`config.mk`:
```
export PLATFORM = sky130hd
export DESIGN_NAME = asp_spi_slave
export DESIGN_NICKNAME = d
export VERILOG_FILES = /design/src/rtl/asp_pkg.sv /design/src/rtl/asp_spi_slave.sv /design/src/rtl/asp_regmem.sv
export SDC_FILE = /design/constraint.sdc
export NUM_CORES = 1
export LEC_CHECK = 0
export BUFFER_PORTS_ARGS = -buffer_cell sky130_fd_sc_hd__buf_2
export CAP_MARGIN = 40
export CORE_ASPECT_RATIO = 0.5
export CORE_MARGIN = 2
export CORE_UTILIZATION = 55
export DETAILED_ROUTE_END_ITERATION = 7
export PLACE_DENSITY = 0.71
export SETUP_SLACK_MARGIN = 0.02
export SKIP_LAST_GASP = 1
export SLEW_MARGIN = 10
export SYNTH_ARGS = -nofsm -noshare
export SYNTH_HDL_FRONTEND = slang
export SYNTH_SLANG_ARGS = --single-unit
```
`constraint.sdc`:
```
create_clock -name clk -period 26.9 [get_ports clk]
set_input_delay 2.69 -clock clk [delete_from_list [all_inputs] [get_ports clk]]
set_output_delay 2.69 -clock clk [all_outputs]
set_load 0.05 [all_outputs]
```
`src/rtl/asp_pkg.sv`:
```
// Constants shared by the angle sensor serial port and its register store
package asp_pkg;
  localparam int          CLK_PERIOD_NS   = 100;
  localparam int          REFRESH_NS      = 1000;
  localparam int          REFRESH_CYC     = (REFRESH_NS + CLK_PERIOD_NS - 1) / CLK_PERIOD_NS;
  localparam int          NVM_WRITE_MS    = 20;
  localparam int          NVM_WRITE_CYC   = (NVM_WRITE_MS * 1000000 + CLK_PERIOD_NS - 1) / CLK_PERIOD_NS;
  localparam int          ANGLE_GAP_TIME_NS    = 150;
  localparam int          REGISTER_GAP_TIME_NS = 750;
  localparam int          FRAME_BITS      = 16;
  localparam logic [4:0]  FRAME_LEN       = 5'h10;
  localparam logic [4:0]  PARITY_POS      = 5'h11;
  localparam logic [2:0]  CMD_READ        = 3'h2;
  localparam logic [2:0]  CMD_WRITE       = 3'h4;
  localparam int          CMD_MSB         = 15;
  localparam int          ADDR_MSB        = 12;
  localparam int          ADDR_LSB        = 8;
  localparam logic [4:0]  REG_FIELD_FLAGS = 5'h1B;
  localparam int          FIELD_HIGH_BIT  = 7;
  localparam int          FIELD_LOW_BIT   = 6;
  localparam logic [15:0] ANGLE_MASK      = 16'hFFF0;
  localparam logic [15:0] ANGLE_RESET     = 16'h0000;
  localparam logic [7:0]  REG_DEFAULT     = 8'h00;
  localparam logic [4:0]  REG_ABZ_LO      = 5'h04;
  localparam logic [7:0]  DEF_ABZ_LO      = 8'hC0;
  localparam logic [4:0]  REG_ABZ_HI      = 5'h05;
  localparam logic [7:0]  DEF_ABZ_HI      = 8'h3F;
  localparam logic [4:0]  REG_THRESH      = 5'h06;
  localparam logic [7:0]  DEF_THRESH      = 8'h1C;
endpackage : asp_pkg

```
`src/rtl/asp_spi_slave.sv`:
```
// Serial slave port of a magnetic angle sensor: angle readout and config access
// How it works
// RQ1 - Accepts clock modes 0 and 3 without any configuration.
// RQ2 - Works at any serial clock rate up to 25 MHz; the port's 10 MHz synchronisers cannot sample a clock that fast.
// RQ3 - Master sends every command as exactly sixteen bits on MOSI.
// RQ4 - Master gives a seventeenth clock to fetch the check bit.
// RQ5 - Seventeenth bit makes the count of ones even.
// RQ6 - Capture on rising clock, launch on falling, MSB first, select idles high.
// RQ7 - Master keeps select high at least 150 ns between angle reads.
// RQ8 - Master keeps select high 750 ns around register frames.
// RQ9 - Master waits 20 ms between write request and its second frame.
// RQ10 - Early second frame after a write returns the old register value.
// RQ11 - Angle buffer reloads every microsecond while not frozen.
// RQ12 - Select falling freezes buffer and starts frame; rising releases it.
// RQ13 - Angle read sends sixteen bits MSB first; MOSI stays zero.
// RQ14 - Twelve bit angle: bits 15:4 then four zeros.
// RQ15 - Master may stop an angle read early by raising select.
// RQ16 - Fast repeated reads return the same angle until refreshed.
// RQ17 - Read request is 010, five address bits, eight zeros.
// RQ18 - Frame after a read request returns the byte in the upper half.
// RQ19 - Write request is 100, five address bits, eight data bits.
// RQ20 - Frame after a write request echoes the stored value.
// RQ21 - Written values persist and reload at power-on; the store here reloads factory values at reset instead.
// RQ22 - Register 27 shows field high flag bit 7, low flag bit 6.
// RQ23 - Clock level at select fall picks mode 0 or mode 3.
// RQ24 - While deselected MISO floats and clock and MOSI are ignored.
`timescale 1ns/1ps
module asp_spi_slave
  import asp_pkg::*;
#(
  parameter int NVM_CYCLES = NVM_WRITE_CYC  // Non-volatile commit time in clocks
)(
  input  wire logic        clk,              // 10 MHz system clock
  input  wire logic        reset,            // Asynchronous, active high
  input  wire logic        clk_en,           // Freezes all state while low
  input  wire logic        cs_n_pin,         // Chip select pin, active low
  input  wire logic        sclk_pin,         // Serial clock pin
  input  wire logic        mosi_pin,         // Serial data in pin
  output logic             miso_out,         // Serial data out
  output logic             miso_oe,          // MISO output enable, high drives
  input  wire logic [15:0] angle_in,         // Filtered angle from front end
  input  wire logic        field_high_flag,  // Field above high threshold
  input  wire logic        field_low_flag    // Field below low threshold
);
  // Two-flop synchronisers plus one edge stage, one lane per pin
  // Each serial clock level must last three system clocks, so the link rate is bound to the system clock
  logic [2:0] pin_in;
  logic [2:0] sync1_reg, sync2_reg, sync3_reg;
  assign pin_in = {mosi_pin, sclk_pin, cs_n_pin};

  genvar g;
  generate
    for (g = 0; g < 3; g++) begin : g_sync
      always_ff @(posedge clk or posedge reset) begin
        if (reset) begin
          sync1_reg[g] <= 1'b1;
          sync2_reg[g] <= 1'b1;
          sync3_reg[g] <= 1'b1;
        end else if (clk_en) begin
          sync1_reg[g] <= pin_in[g];  // RQ2
          sync2_reg[g] <= sync1_reg[g];
          sync3_reg[g] <= sync2_reg[g];
        end
      end
    end
  endgenerate

  logic cs_s, sclk_s, mosi_s, cs_fall, cs_rise, sclk_rise, sclk_fall;
  assign cs_s      = sync2_reg[0];
  assign sclk_s    = sync2_reg[1];
  assign mosi_s    = sync2_reg[2];
  assign cs_fall   = sync3_reg[0] & ~cs_s;
  assign cs_rise   = ~sync3_reg[0] & cs_s;
  assign sclk_rise = ~sync3_reg[1] & sclk_s & ~cs_s;   // RQ24
  assign sclk_fall = sync3_reg[1] & ~sclk_s & ~cs_s;   // RQ24

  typedef enum logic [1:0] {ASP_ANGLE, ASP_READ_RESP, ASP_WRITE_RESP} asp_resp_t;

  logic [3:0]  tick_reg, tick_next;
  logic [15:0] angle_reg, angle_next;
  logic [16:0] tx_reg, tx_next;
  logic [15:0] rx_reg, rx_next;
  logic [4:0]  cnt_reg, cnt_next;
  logic        mode3_reg, mode3_next;
  logic        oe_reg, oe_next;
  asp_resp_t   resp_reg, resp_next;
  logic [4:0]  addr_reg, addr_next;
  logic [7:0]  wdata_reg, wdata_next;
  logic [4:0]  nvm_addr_reg, nvm_addr_next;
  logic [17:0] nvm_cnt_reg, nvm_cnt_next;
  logic        nvm_busy_reg, nvm_busy_next;
  logic        mem_we;
  logic [7:0]  mem_rdata, reg_byte;
  logic [15:0] word;
  logic [15:0] rx_full;
  logic        tick;

  asp_regmem u_mem (
    .clk   (clk),
    .reset (reset),
    .clk_en(clk_en),
    .we    (mem_we),
    .waddr (nvm_addr_reg),
    .wdata (wdata_reg),
    .raddr (addr_reg),
    .rdata (mem_rdata)
  );

  assign tick = (tick_reg == 4'(REFRESH_CYC - 1));
  assign rx_full = {rx_reg[14:0], mosi_s};

  always_comb begin
    reg_byte = mem_rdata;
    if (addr_reg == REG_FIELD_FLAGS) begin
      reg_byte = 8'h00;
      reg_byte[FIELD_HIGH_BIT] = field_high_flag;  // RQ22
      reg_byte[FIELD_LOW_BIT]  = field_low_flag;   // RQ22
    end
    // Busy commit has not reached the store yet, so the old byte is read
    word = (resp_reg == ASP_ANGLE) ? angle_reg : {reg_byte, 8'h00};  // RQ18 RQ10 RQ20
  end

  // Angle buffer refresh and freeze
  always_comb begin
    tick_next  = tick ? 4'h0 : tick_reg + 4'h1;
    angle_next = angle_reg;
    if (tick && cs_s) begin
      angle_next = angle_in & ANGLE_MASK;  // RQ11 RQ14 RQ16
    end
  end

  // Frame shifter
  always_comb begin
    tx_next    = tx_reg;
    rx_next    = rx_reg;
    cnt_next   = cnt_reg;
    mode3_next = mode3_reg;
    oe_next    = ~cs_s;  // RQ24
    resp_next  = resp_reg;
    addr_next  = addr_reg;
    wdata_next = wdata_reg;
    if (cs_fall) begin
      mode3_next = sclk_s;                 // RQ23 RQ1
      tx_next    = {word, ^word};          // RQ5 RQ12 RQ13
      cnt_next   = 5'h00;
      rx_next    = 16'h0000;
      resp_next  = ASP_ANGLE;
    end else if (!cs_s) begin
      if (sclk_rise && cnt_reg != PARITY_POS) begin
        rx_next  = rx_full;                // RQ6
        cnt_next = cnt_reg + 5'h01;
        if (cnt_reg == FRAME_LEN - 5'h01) begin
          if (rx_full[CMD_MSB -: 3] == CMD_READ) begin
            resp_next = ASP_READ_RESP;     // RQ17
            addr_next = rx_full[ADDR_MSB:ADDR_LSB];
          end else if (rx_full[CMD_MSB -: 3] == CMD_WRITE) begin
            resp_next  = ASP_WRITE_RESP;   // RQ19
            addr_next  = rx_full[ADDR_MSB:ADDR_LSB];
            wdata_next = rx_full[7:0];
          end
        end
      end
      // Mode 3 starts with a falling edge before any data; it must not shift
      if (sclk_fall && (!mode3_reg || cnt_reg != 5'h00)) begin
        tx_next = {tx_reg[15:0], 1'b0};    // RQ6 RQ15
      end
    end
  end

  // Commit timer for non-volatile writes
  always_comb begin
    nvm_cnt_next  = nvm_cnt_reg;
    nvm_busy_next = nvm_busy_reg;
    nvm_addr_next = nvm_addr_reg;
    mem_we        = 1'b0;
    if (!cs_s && sclk_rise && cnt_reg == FRAME_LEN - 5'h01 && rx_full[CMD_MSB -: 3] == CMD_WRITE) begin
      // Own copy of the address, so a read request during the commit cannot redirect it
      nvm_addr_next = rx_full[ADDR_MSB:ADDR_LSB];  // RQ21
      nvm_busy_next = 1'b1;
      nvm_cnt_next  = 18'(NVM_CYCLES - 1);
    end else if (nvm_busy_reg) begin
      if (nvm_cnt_reg == 18'h00000) begin
        mem_we        = 1'b1;              // RQ21
        nvm_busy_next = 1'b0;
      end else begin
        nvm_cnt_next = nvm_cnt_reg - 18'h00001;  // RQ10
      end
    end
  end

  always_ff @(posedge clk or posedge reset) begin
    if (reset) begin
      tick_reg     <= 4'h0;
      angle_reg    <= ANGLE_RESET;
      tx_reg       <= 17'h00000;
      rx_reg       <= 16'h0000;
      cnt_reg      <= 5'h00;
      mode3_reg    <= 1'b0;
      oe_reg       <= 1'b0;
      resp_reg     <= ASP_ANGLE;
      addr_reg     <= 5'h00;
      wdata_reg    <= 8'h00;
      nvm_cnt_reg  <= 18'h00000;
      nvm_busy_reg <= 1'b0;
      nvm_addr_reg <= 5'h00;
    end else if (clk_en) begin
      tick_reg     <= tick_next;
      angle_reg    <= angle_next;
      tx_reg       <= tx_next;
      rx_reg       <= rx_next;
      cnt_reg      <= cnt_next;
      mode3_reg    <= mode3_next;
      oe_reg       <= oe_next;
      resp_reg     <= resp_next;
      addr_reg     <= addr_next;
      wdata_reg    <= wdata_next;
      nvm_cnt_reg  <= nvm_cnt_next;
      nvm_busy_reg <= nvm_busy_next;
      nvm_addr_reg <= nvm_addr_next;
    end
  end

  assign miso_out = tx_reg[16];
  assign miso_oe  = oe_reg;

  // Checks
  a_deselect_hiz: assert property (@(posedge clk) disable iff (reset) // RQ24
    clk_en && cs_s |=> !miso_oe) else $error("MISO driven while deselected");
  a_select_drive: assert property (@(posedge clk) disable iff (reset) // RQ12
    clk_en && cs_fall |=> miso_oe && resp_reg == ASP_ANGLE) else $error("Frame start not driven");
  a_buffer_frozen: assert property (@(posedge clk) disable iff (reset) // RQ12
    !cs_s && $past(!cs_s) |-> $stable(angle_reg)) else $error("Angle changed while frozen");
  a_buffer_refresh: assert property (@(posedge clk) disable iff (reset) // RQ11
    clk_en && tick && cs_s |=> angle_reg == ($past(angle_in) & ANGLE_MASK)) else $error("Angle not refreshed");
  a_low_zero: assert property (@(posedge clk) disable iff (reset) // RQ14
    angle_reg[3:0] == 4'h0) else $error("Low angle bits not zero");
  a_even_parity: assert property (@(posedge clk) disable iff (reset) // RQ5
    clk_en && cs_fall |=> ^tx_reg == 1'b0) else $error("Odd parity loaded");
  a_msb_shift: assert property (@(posedge clk) disable iff (reset) // RQ6
    clk_en && sclk_fall && !cs_fall && cnt_reg != 5'h00 |=> miso_out == $past(tx_reg[15])) else $error("Bad shift");
  a_mode_pick: assert property (@(posedge clk) disable iff (reset) // RQ23
    clk_en && cs_fall |=> mode3_reg == $past(sclk_s)) else $error("Mode not latched");
  a_reg_low_zero: assert property (@(posedge clk) disable iff (reset) // RQ18
    clk_en && cs_fall && resp_reg != ASP_ANGLE |=> tx_reg[8:1] == 8'h00) else $error("Low byte not zero");
  a_nvm_hold: assert property (@(posedge clk) disable iff (reset) // RQ10
    clk_en && !nvm_busy_reg ##1 nvm_busy_reg |-> !mem_we [*2]) else $error("Commit too early");
  c_angle_full: cover property (@(posedge clk) disable iff (reset)
    resp_reg == ASP_ANGLE && cnt_reg == FRAME_LEN ##[1:300] cs_rise);
  c_read_req: cover property (@(posedge clk) disable iff (reset) resp_reg == ASP_READ_RESP ##[1:1000] cs_fall);
  c_commit: cover property (@(posedge clk) disable iff (reset) mem_we);
  c_mode3: cover property (@(posedge clk) disable iff (reset) cs_fall && sclk_s);
endmodule : asp_spi_slave

```
`src/rtl/asp_regmem.sv`:
```
// Non-volatile configuration store: 32 bytes, factory values at power-on
`timescale 1ns/1ps
module asp_regmem
  import asp_pkg::*;
(
  input  wire logic       clk,      // System clock
  input  wire logic       reset,    // Power-on reset, reloads factory values
  input  wire logic       clk_en,   // Freezes state while low
  input  wire logic       we,       // Commit a byte
  input  wire logic [4:0] waddr,    // Commit address
  input  wire logic [7:0] wdata,    // Commit data
  input  wire logic [4:0] raddr,    // Read address
  output logic      [7:0] rdata     // Registered read data
);
  logic [7:0] mem_reg [32];
  logic [7:0] rdata_next;

  genvar i;
  generate
    for (i = 0; i < 32; i++) begin : g_byte
      localparam logic [7:0] INIT = (i == int'(REG_ABZ_LO)) ? DEF_ABZ_LO :
                                    (i == int'(REG_ABZ_HI)) ? DEF_ABZ_HI :
                                    (i == int'(REG_THRESH)) ? DEF_THRESH : REG_DEFAULT;
      logic [7:0] byte_next;
      always_comb begin
        byte_next = mem_reg[i];
        if (we && waddr == 5'(i)) begin
          byte_next = wdata;
        end
      end
      always_ff @(posedge clk or posedge reset) begin
        if (reset) begin
          mem_reg[i] <= INIT; // RQ21
        end else if (clk_en) begin
          mem_reg[i] <= byte_next;
        end
      end
    end
  endgenerate

  always_comb begin
    rdata_next = mem_reg[raddr];
  end

  always_ff @(posedge clk or posedge reset) begin
    if (reset) begin
      rdata <= REG_DEFAULT;
    end else if (clk_en) begin
      rdata <= rdata_next;
    end
  end
endmodule : asp_regmem

```
Word-level counts from Yosys, hierarchy flattened
Index checks and enable logic that the tools add are counted.
Widths: inputs -> output; s select.
{"block": "totals", "reg_bits": 366, "out_inout_bits": 2, "input_bits": 24, "wordCells": 233}
{"block": "classes", "eq_ne": 39, "magnitude_cmp": 1, "n_bitwise": 11, "n_addsub": 3, "reduce_logical": 93, "muxes": 32}
{"op": "$eq 5x5->1 const B", "n": 17}
{"op": "$reduce_and 2->1", "n": 35}
{"op": "$mux 18", "n": 3}
{"op": "$mux 17", "n": 3}
{"op": "$eq 5x4->1 const B", "n": 9}
{"op": "$mux 15", "n": 3}
{"op": "$bmux 8 s5", "n": 1}
{"op": "$logic_and 1x1->1", "n": 38}
{"op": "$mux 5", "n": 5}
{"op": "$mux 8", "n": 3}
{"op": "$eq 5x3->1 const B", "n": 4}
{"op": "$logic_not 18->1", "n": 1}
{"op": "$sub 18x1->18 const B", "n": 1}
{"op": "$mux 16", "n": 1}
{"op": "$reduce_xor 16->1", "n": 1}
{"op": "$mux 2", "n": 6}
{"op": "$eq 5x2->1 const B", "n": 2}
{"op": "$reduce_bool 2->1", "n": 5}
{"op": "$reduce_and 3->1", "n": 3}
{"op": "$reduce_and 7->1", "n": 1}
{"op": "$ge 6x6->1 const B", "n": 1}
{"op": "$mux 1", "n": 6}
{"op": "$not 5->6", "n": 1}
{"op": "$reduce_and 6->1", "n": 1}
{"op": "other kinds (19)", "n": 28}

Longest topological paths before layout
{"block": "logic_depth", "word_depth": 9, "depth_mapped": 10}

Cells and area by module
A second synthesis with hierarchy kept.
{"block": "hier_totals", "hier_cells": 1295, "area_unflattened_um2": 16839.9}
{"module": "asp_regmem", "instances": 1, "seq_area_each_um2": 6620.1, "area_each_um2": 12197.9, "cells_each": 882}
{"module": "asp_spi_slave", "instances": 1, "seq_area_each_um2": 2562.5, "area_each_um2": 4642.0, "cells_each": 413}

Worst setup path before layout
OpenSTA, ideal clock, no wires.
{"block": "synth_timing", "path_kind": "input to register", "start": "in clk_en", "end": "reg wdata_reg[0]", "path_stages": 5, "required_time_ns": 26.775, "t_arrival_ns": 3.924, "setup_time_ns": 0.125, "path_buffers": 1, "setup_slack_ns": 22.851, "path_cell_list": "nand2b_1 nor3_1 nand2b_1 clkbuf_1 mux2_2"}
{"block": "synth_between", "elab_chain_len": 1}
{"item": "from (decl)", "line_no": "asp_spi_slave.sv:35", "text": "input wire logic clk_en,"}
{"item": "$reduce_and 7->1 (no line)"}
{"item": "to (signal assigned)", "line_no": "asp_spi_slave.sv:216", "text": "wdata_reg <= wdata_next;"}
{"item": "to (decl)", "line_no": "asp_spi_slave.sv:88", "text": "logic [7:0] wdata_reg, wdata_next;"}
Every way passes these cells.
A chain may end at the register's enable or synchronous reset.

Worst setup path in the final report
{"block": "layout_timing", "start": "in clk_en", "end": "reg u_mem.mem_reg[254] in the netlist's numbering"}
{"block": "layout_between", "elab_chain_len": 1}
{"item": "$reduce_and 2->1 (no line)"}
{"item": "to (signal, indexed assignment)", "line_no": "asp_regmem.sv:35", "text": "mem_reg[i] <= byte_next;"}
{"item": "to (decl)", "line_no": "asp_regmem.sv:15", "text": "logic [7:0] mem_reg [32];"}
Every way passes these cells.

==> impl_metrics.env <==
export IMPL_dp_hpwl_mm=23.5
export IMPL_synth_xor_area_frac=0.0177
export IMPL_hold_class="reg -> reg"
export IMPL_path_max_fanout=41
export IMPL_rsz0062_at_grt="no"
export IMPL_path_class="in -> reg"
export IMPL_outcome="complete, no violations"
export IMPL_drc=0
export IMPL_power_frac_seq=0.496
export IMPL_yosys_area_share_simple=0.0626
export IMPL_antenna_found_initial=0
export IMPL_ys_ff_latch=366
export IMPL_syn_area_mm2=0.0166
export IMPL_synth_top_family_by_area="multiplexers"
export IMPL_area_growth_pct=10.8
export IMPL_clk_pin_slew_worst_paths_ps=60
export IMPL_maxSlewViolCount=0
export IMPL_synthArstFlopShare=1.00
export IMPL_cts_path_max_buffers=3
export IMPL_internal_power_w=0.000925
export IMPL_cts_buffers=35
export IMPL_mostFrequentLayoutCell="dfrtp_1"
export IMPL_cpPeakStageDelay_ps=710
export IMPL_p_clk_frac=0.420
export IMPL_grt_pass1_vias=10300
export IMPL_netlist_instances=1161
export IMPL_grt_pass1_wl_mm=57.4
export IMPL_path_cells="buf_2 > nand2b_1 > nor3_1 > and3_1 > mux2_2"
export IMPL_ys_flop_type="dfrtp_1"
export IMPL_critPathArrivalTime_ps=5180
export IMPL_drt_iter0_drc=729
export IMPL_die_w_um=250
export IMPL_fin_nets=1199
export IMPL_pwr_share_comb=0.085
export IMPL_synth_fa_ha_area_frac=0.00377
export IMPL_critical_path_top_delay_family="simple AND/OR/NAND/NOR gates"
export IMPL_layout_min_cycle_time_ps=4770
export IMPL_synthDistinctLibCells=54
export IMPL_setup_viol=0
export IMPL_worst_pin_slew_ps=866
export IMPL_avgSynthCellArea_um2=14.3
export IMPL_io_buffers=21
export IMPL_first_pass_iters=7
export IMPL_routed_wl_mm=35.3
export IMPL_power_density_mw_per_mm2=65.2
export IMPL_fin_worst_skew_ps=10.3
export IMPL_critPathLaunchType="primary input"
export IMPL_synth_edf_count=0
export IMPL_fmax_mhz=210
export IMPL_rows=44
export IMPL_syn_nets=1190
export IMPL_cellLeakagePower_nw=8.61
export IMPL_drive_above_1_share=0.437
export IMPL_die_area_mm2=0.0316
export IMPL_timing_hold_ws_ps=481
export IMPL_setup_tns_ps=0
export IMPL_postRouteAntennaNets=0
export IMPL_cp_required_ps=27310
export IMPL_yosysWarnings=0
export IMPL_slew_headroom=0.418
export IMPL_final_cell_mix="dfrtp_1 (345), mux2_2 (286), mux4_2 (72)"
export IMPL_grt_overflow_total=0
export IMPL_coreArea_mm2=0.0293
export IMPL_fillers=2164
export IMPL_vias_per_cell=6.13
export IMPL_cts_resized=0
export IMPL_start_util=0.565
export IMPL_vias=9695
export IMPL_period_share=0.177
export IMPL_cts_sinks=366
export IMPL_io_pins=26
export IMPL_crit_buf_inv=1
export IMPL_die_y_um=127
export IMPL_gp_congestion=0.814
export IMPL_ys_seq_area_frac=0.554
export IMPL_cts_root_buf="clkbuf_16"
export IMPL_synth_compound_area_share=0.0466
export IMPL_max_vdd_ir_drop_v=0.0000384
export IMPL_crit_path_end_kind="flop"
export IMPL_antennaDiodeCount=0
export IMPL_swShare=0.227
export IMPL_worstSkewPairLatency_ps=520
export IMPL_grt_max_degree=121
export IMPL_htreeDepth=2
export IMPL_hold_buffers=0
export IMPL_max_cap_violations=0
export IMPL_globalRouteTotalUtil=0.235
export IMPL_wire_per_inst_um=22.3
export IMPL_hold_viol=0
export IMPL_synth_mux_area_fraction=0.296
export IMPL_post_cts_buffers=0
export IMPL_cts_tree="built"
export IMPL_largest_reg_flops=256
export IMPL_slowest_stage="nor3_1"
export IMPL_p_sw_w=0.000272
-- power by group through the flow --
stage	logic, W	clock network (W)	registers [W]
global route	0.000114	0.000534	0.000597
finish	0.000101	0.000502	0.000594
global placement	0.0000969	0	0.000602
floorplan	0.0000805	0	0.000601
detailed placement	0.000102	0	0.000603
CTS	0.000103	0.000513	0.000594
-- routing by layer --
layer | global-route usage | vias to the layer above | routed length, um
met5 | 0 | - | 0
met4 | 0.0652 | 0 | 771
met3 | 0.0394 | 55 | 1760
met2 | 0.359 | 225 | 15900
met1 | 0.353 | 5152 | 16900
li1 | - | 4263 | -
-- kinds of logic (layout without fill, tap and decap cells) --
| family | count (synthesis) | count (layout) |
|---|---|---|
| mux | 364 | 364 |
| buf+inv | 83 | 113 |
| flops | 366 | 366 |
| xor+xnor | 32 | 32 |
| fa+ha+maj | 5 | 5 |
| compound gates | 118 | 118 |
| simple gates | 193 | 193 |
-- final cells by class --
cell class,instances,area (um2),share of cell area
clock buffers,52,1090,0.0594
clock inverters,6,80.1,0.00436
inverters,13,56.3,0.00306
multi-input cells,712,7080,0.385
flip-flops and latches,366,9190,0.500
well taps,391,489,0.0266
repair buffers,42,387,0.0210
-- per-stage QoR --
step | utilization | instances | setup WS (ps) | total power (W) | cell area [um2]
after global placement | 0.579 | 1512 | 21740 | 0.000699 | 17000
after global routing | 0.626 | 1582 | 22050 | 0.00124 | 18400
after floorplan | - | 1161 | 14080 | 0.000682 | 16600
final | 0.626 | 1582 | 22130 | 0.00120 | 18400
after CTS | 0.625 | 1581 | 22210 | 0.00121 | 18300
after detailed placement | 0.585 | 1523 | 21660 | 0.000706 | 17200
-- final timing paths --
path                                 from                 end  slack [ps]  cells after the start
min reg2reg                    tx_reg[14]          tx_reg[14]         480                      2
max reg2reg                nvm_cnt_reg[5]  u_mem.mem_reg[166]       23350                      6
max                                clk_en  u_mem.mem_reg[254]       22130                      5
max in group asynchronous           reset    u_mem.mem_reg[0]       23230                      5
min in group asynchronous           reset  u_mem.mem_reg[219]        2130                      2
min                            tx_reg[14]          tx_reg[14]         480                      2
-- tightest hold or removal path: stages (launching register included) --
cell,delay (ps)
dfrtp_1,340
nand2_1,50
o21ai_0,60
-- cells in the mapped netlist (all sizes together), types with 3 or more instances --
| cell type | number | area share |
|---|---|---|
| nor3 | 8 | 0.0024 |
| a22o | 22 | 0.012 |
| nand2b | 6 | 0.0023 |
| o21ai | 20 | 0.0060 |
| or2 | 6 | 0.0023 |
| a22oi | 20 | 0.0091 |
| a21o | 3 | 0.0014 |
| dfstp | 19 | 0.030 |
| nor2b | 3 | 0.0011 |
| a31oi | 4 | 0.0015 |
| nand2 | 63 | 0.016 |
| xor2 | 12 | 0.0063 |
| nor4b | 4 | 0.0030 |
| inv | 13 | 0.0029 |
| and2 | 6 | 0.0023 |
| mux2 | 291 | 0.20 |
| and3 | 4 | 0.0015 |
| ha | 5 | 0.0038 |
| a21oi | 37 | 0.011 |
| clkbuf | 56 | 0.013 |
| nor2 | 56 | 0.015 |
| nand4 | 5 | 0.0019 |
| xnor2 | 19 | 0.010 |
| mux4 | 72 | 0.098 |
| dfrtp | 347 | 0.52 |
| or3 | 6 | 0.0023 |
| nor4 | 5 | 0.0019 |
| buf | 14 | 0.0037 |
| nand3 | 8 | 0.0027 |
Power figures use the tool's default switching activity.
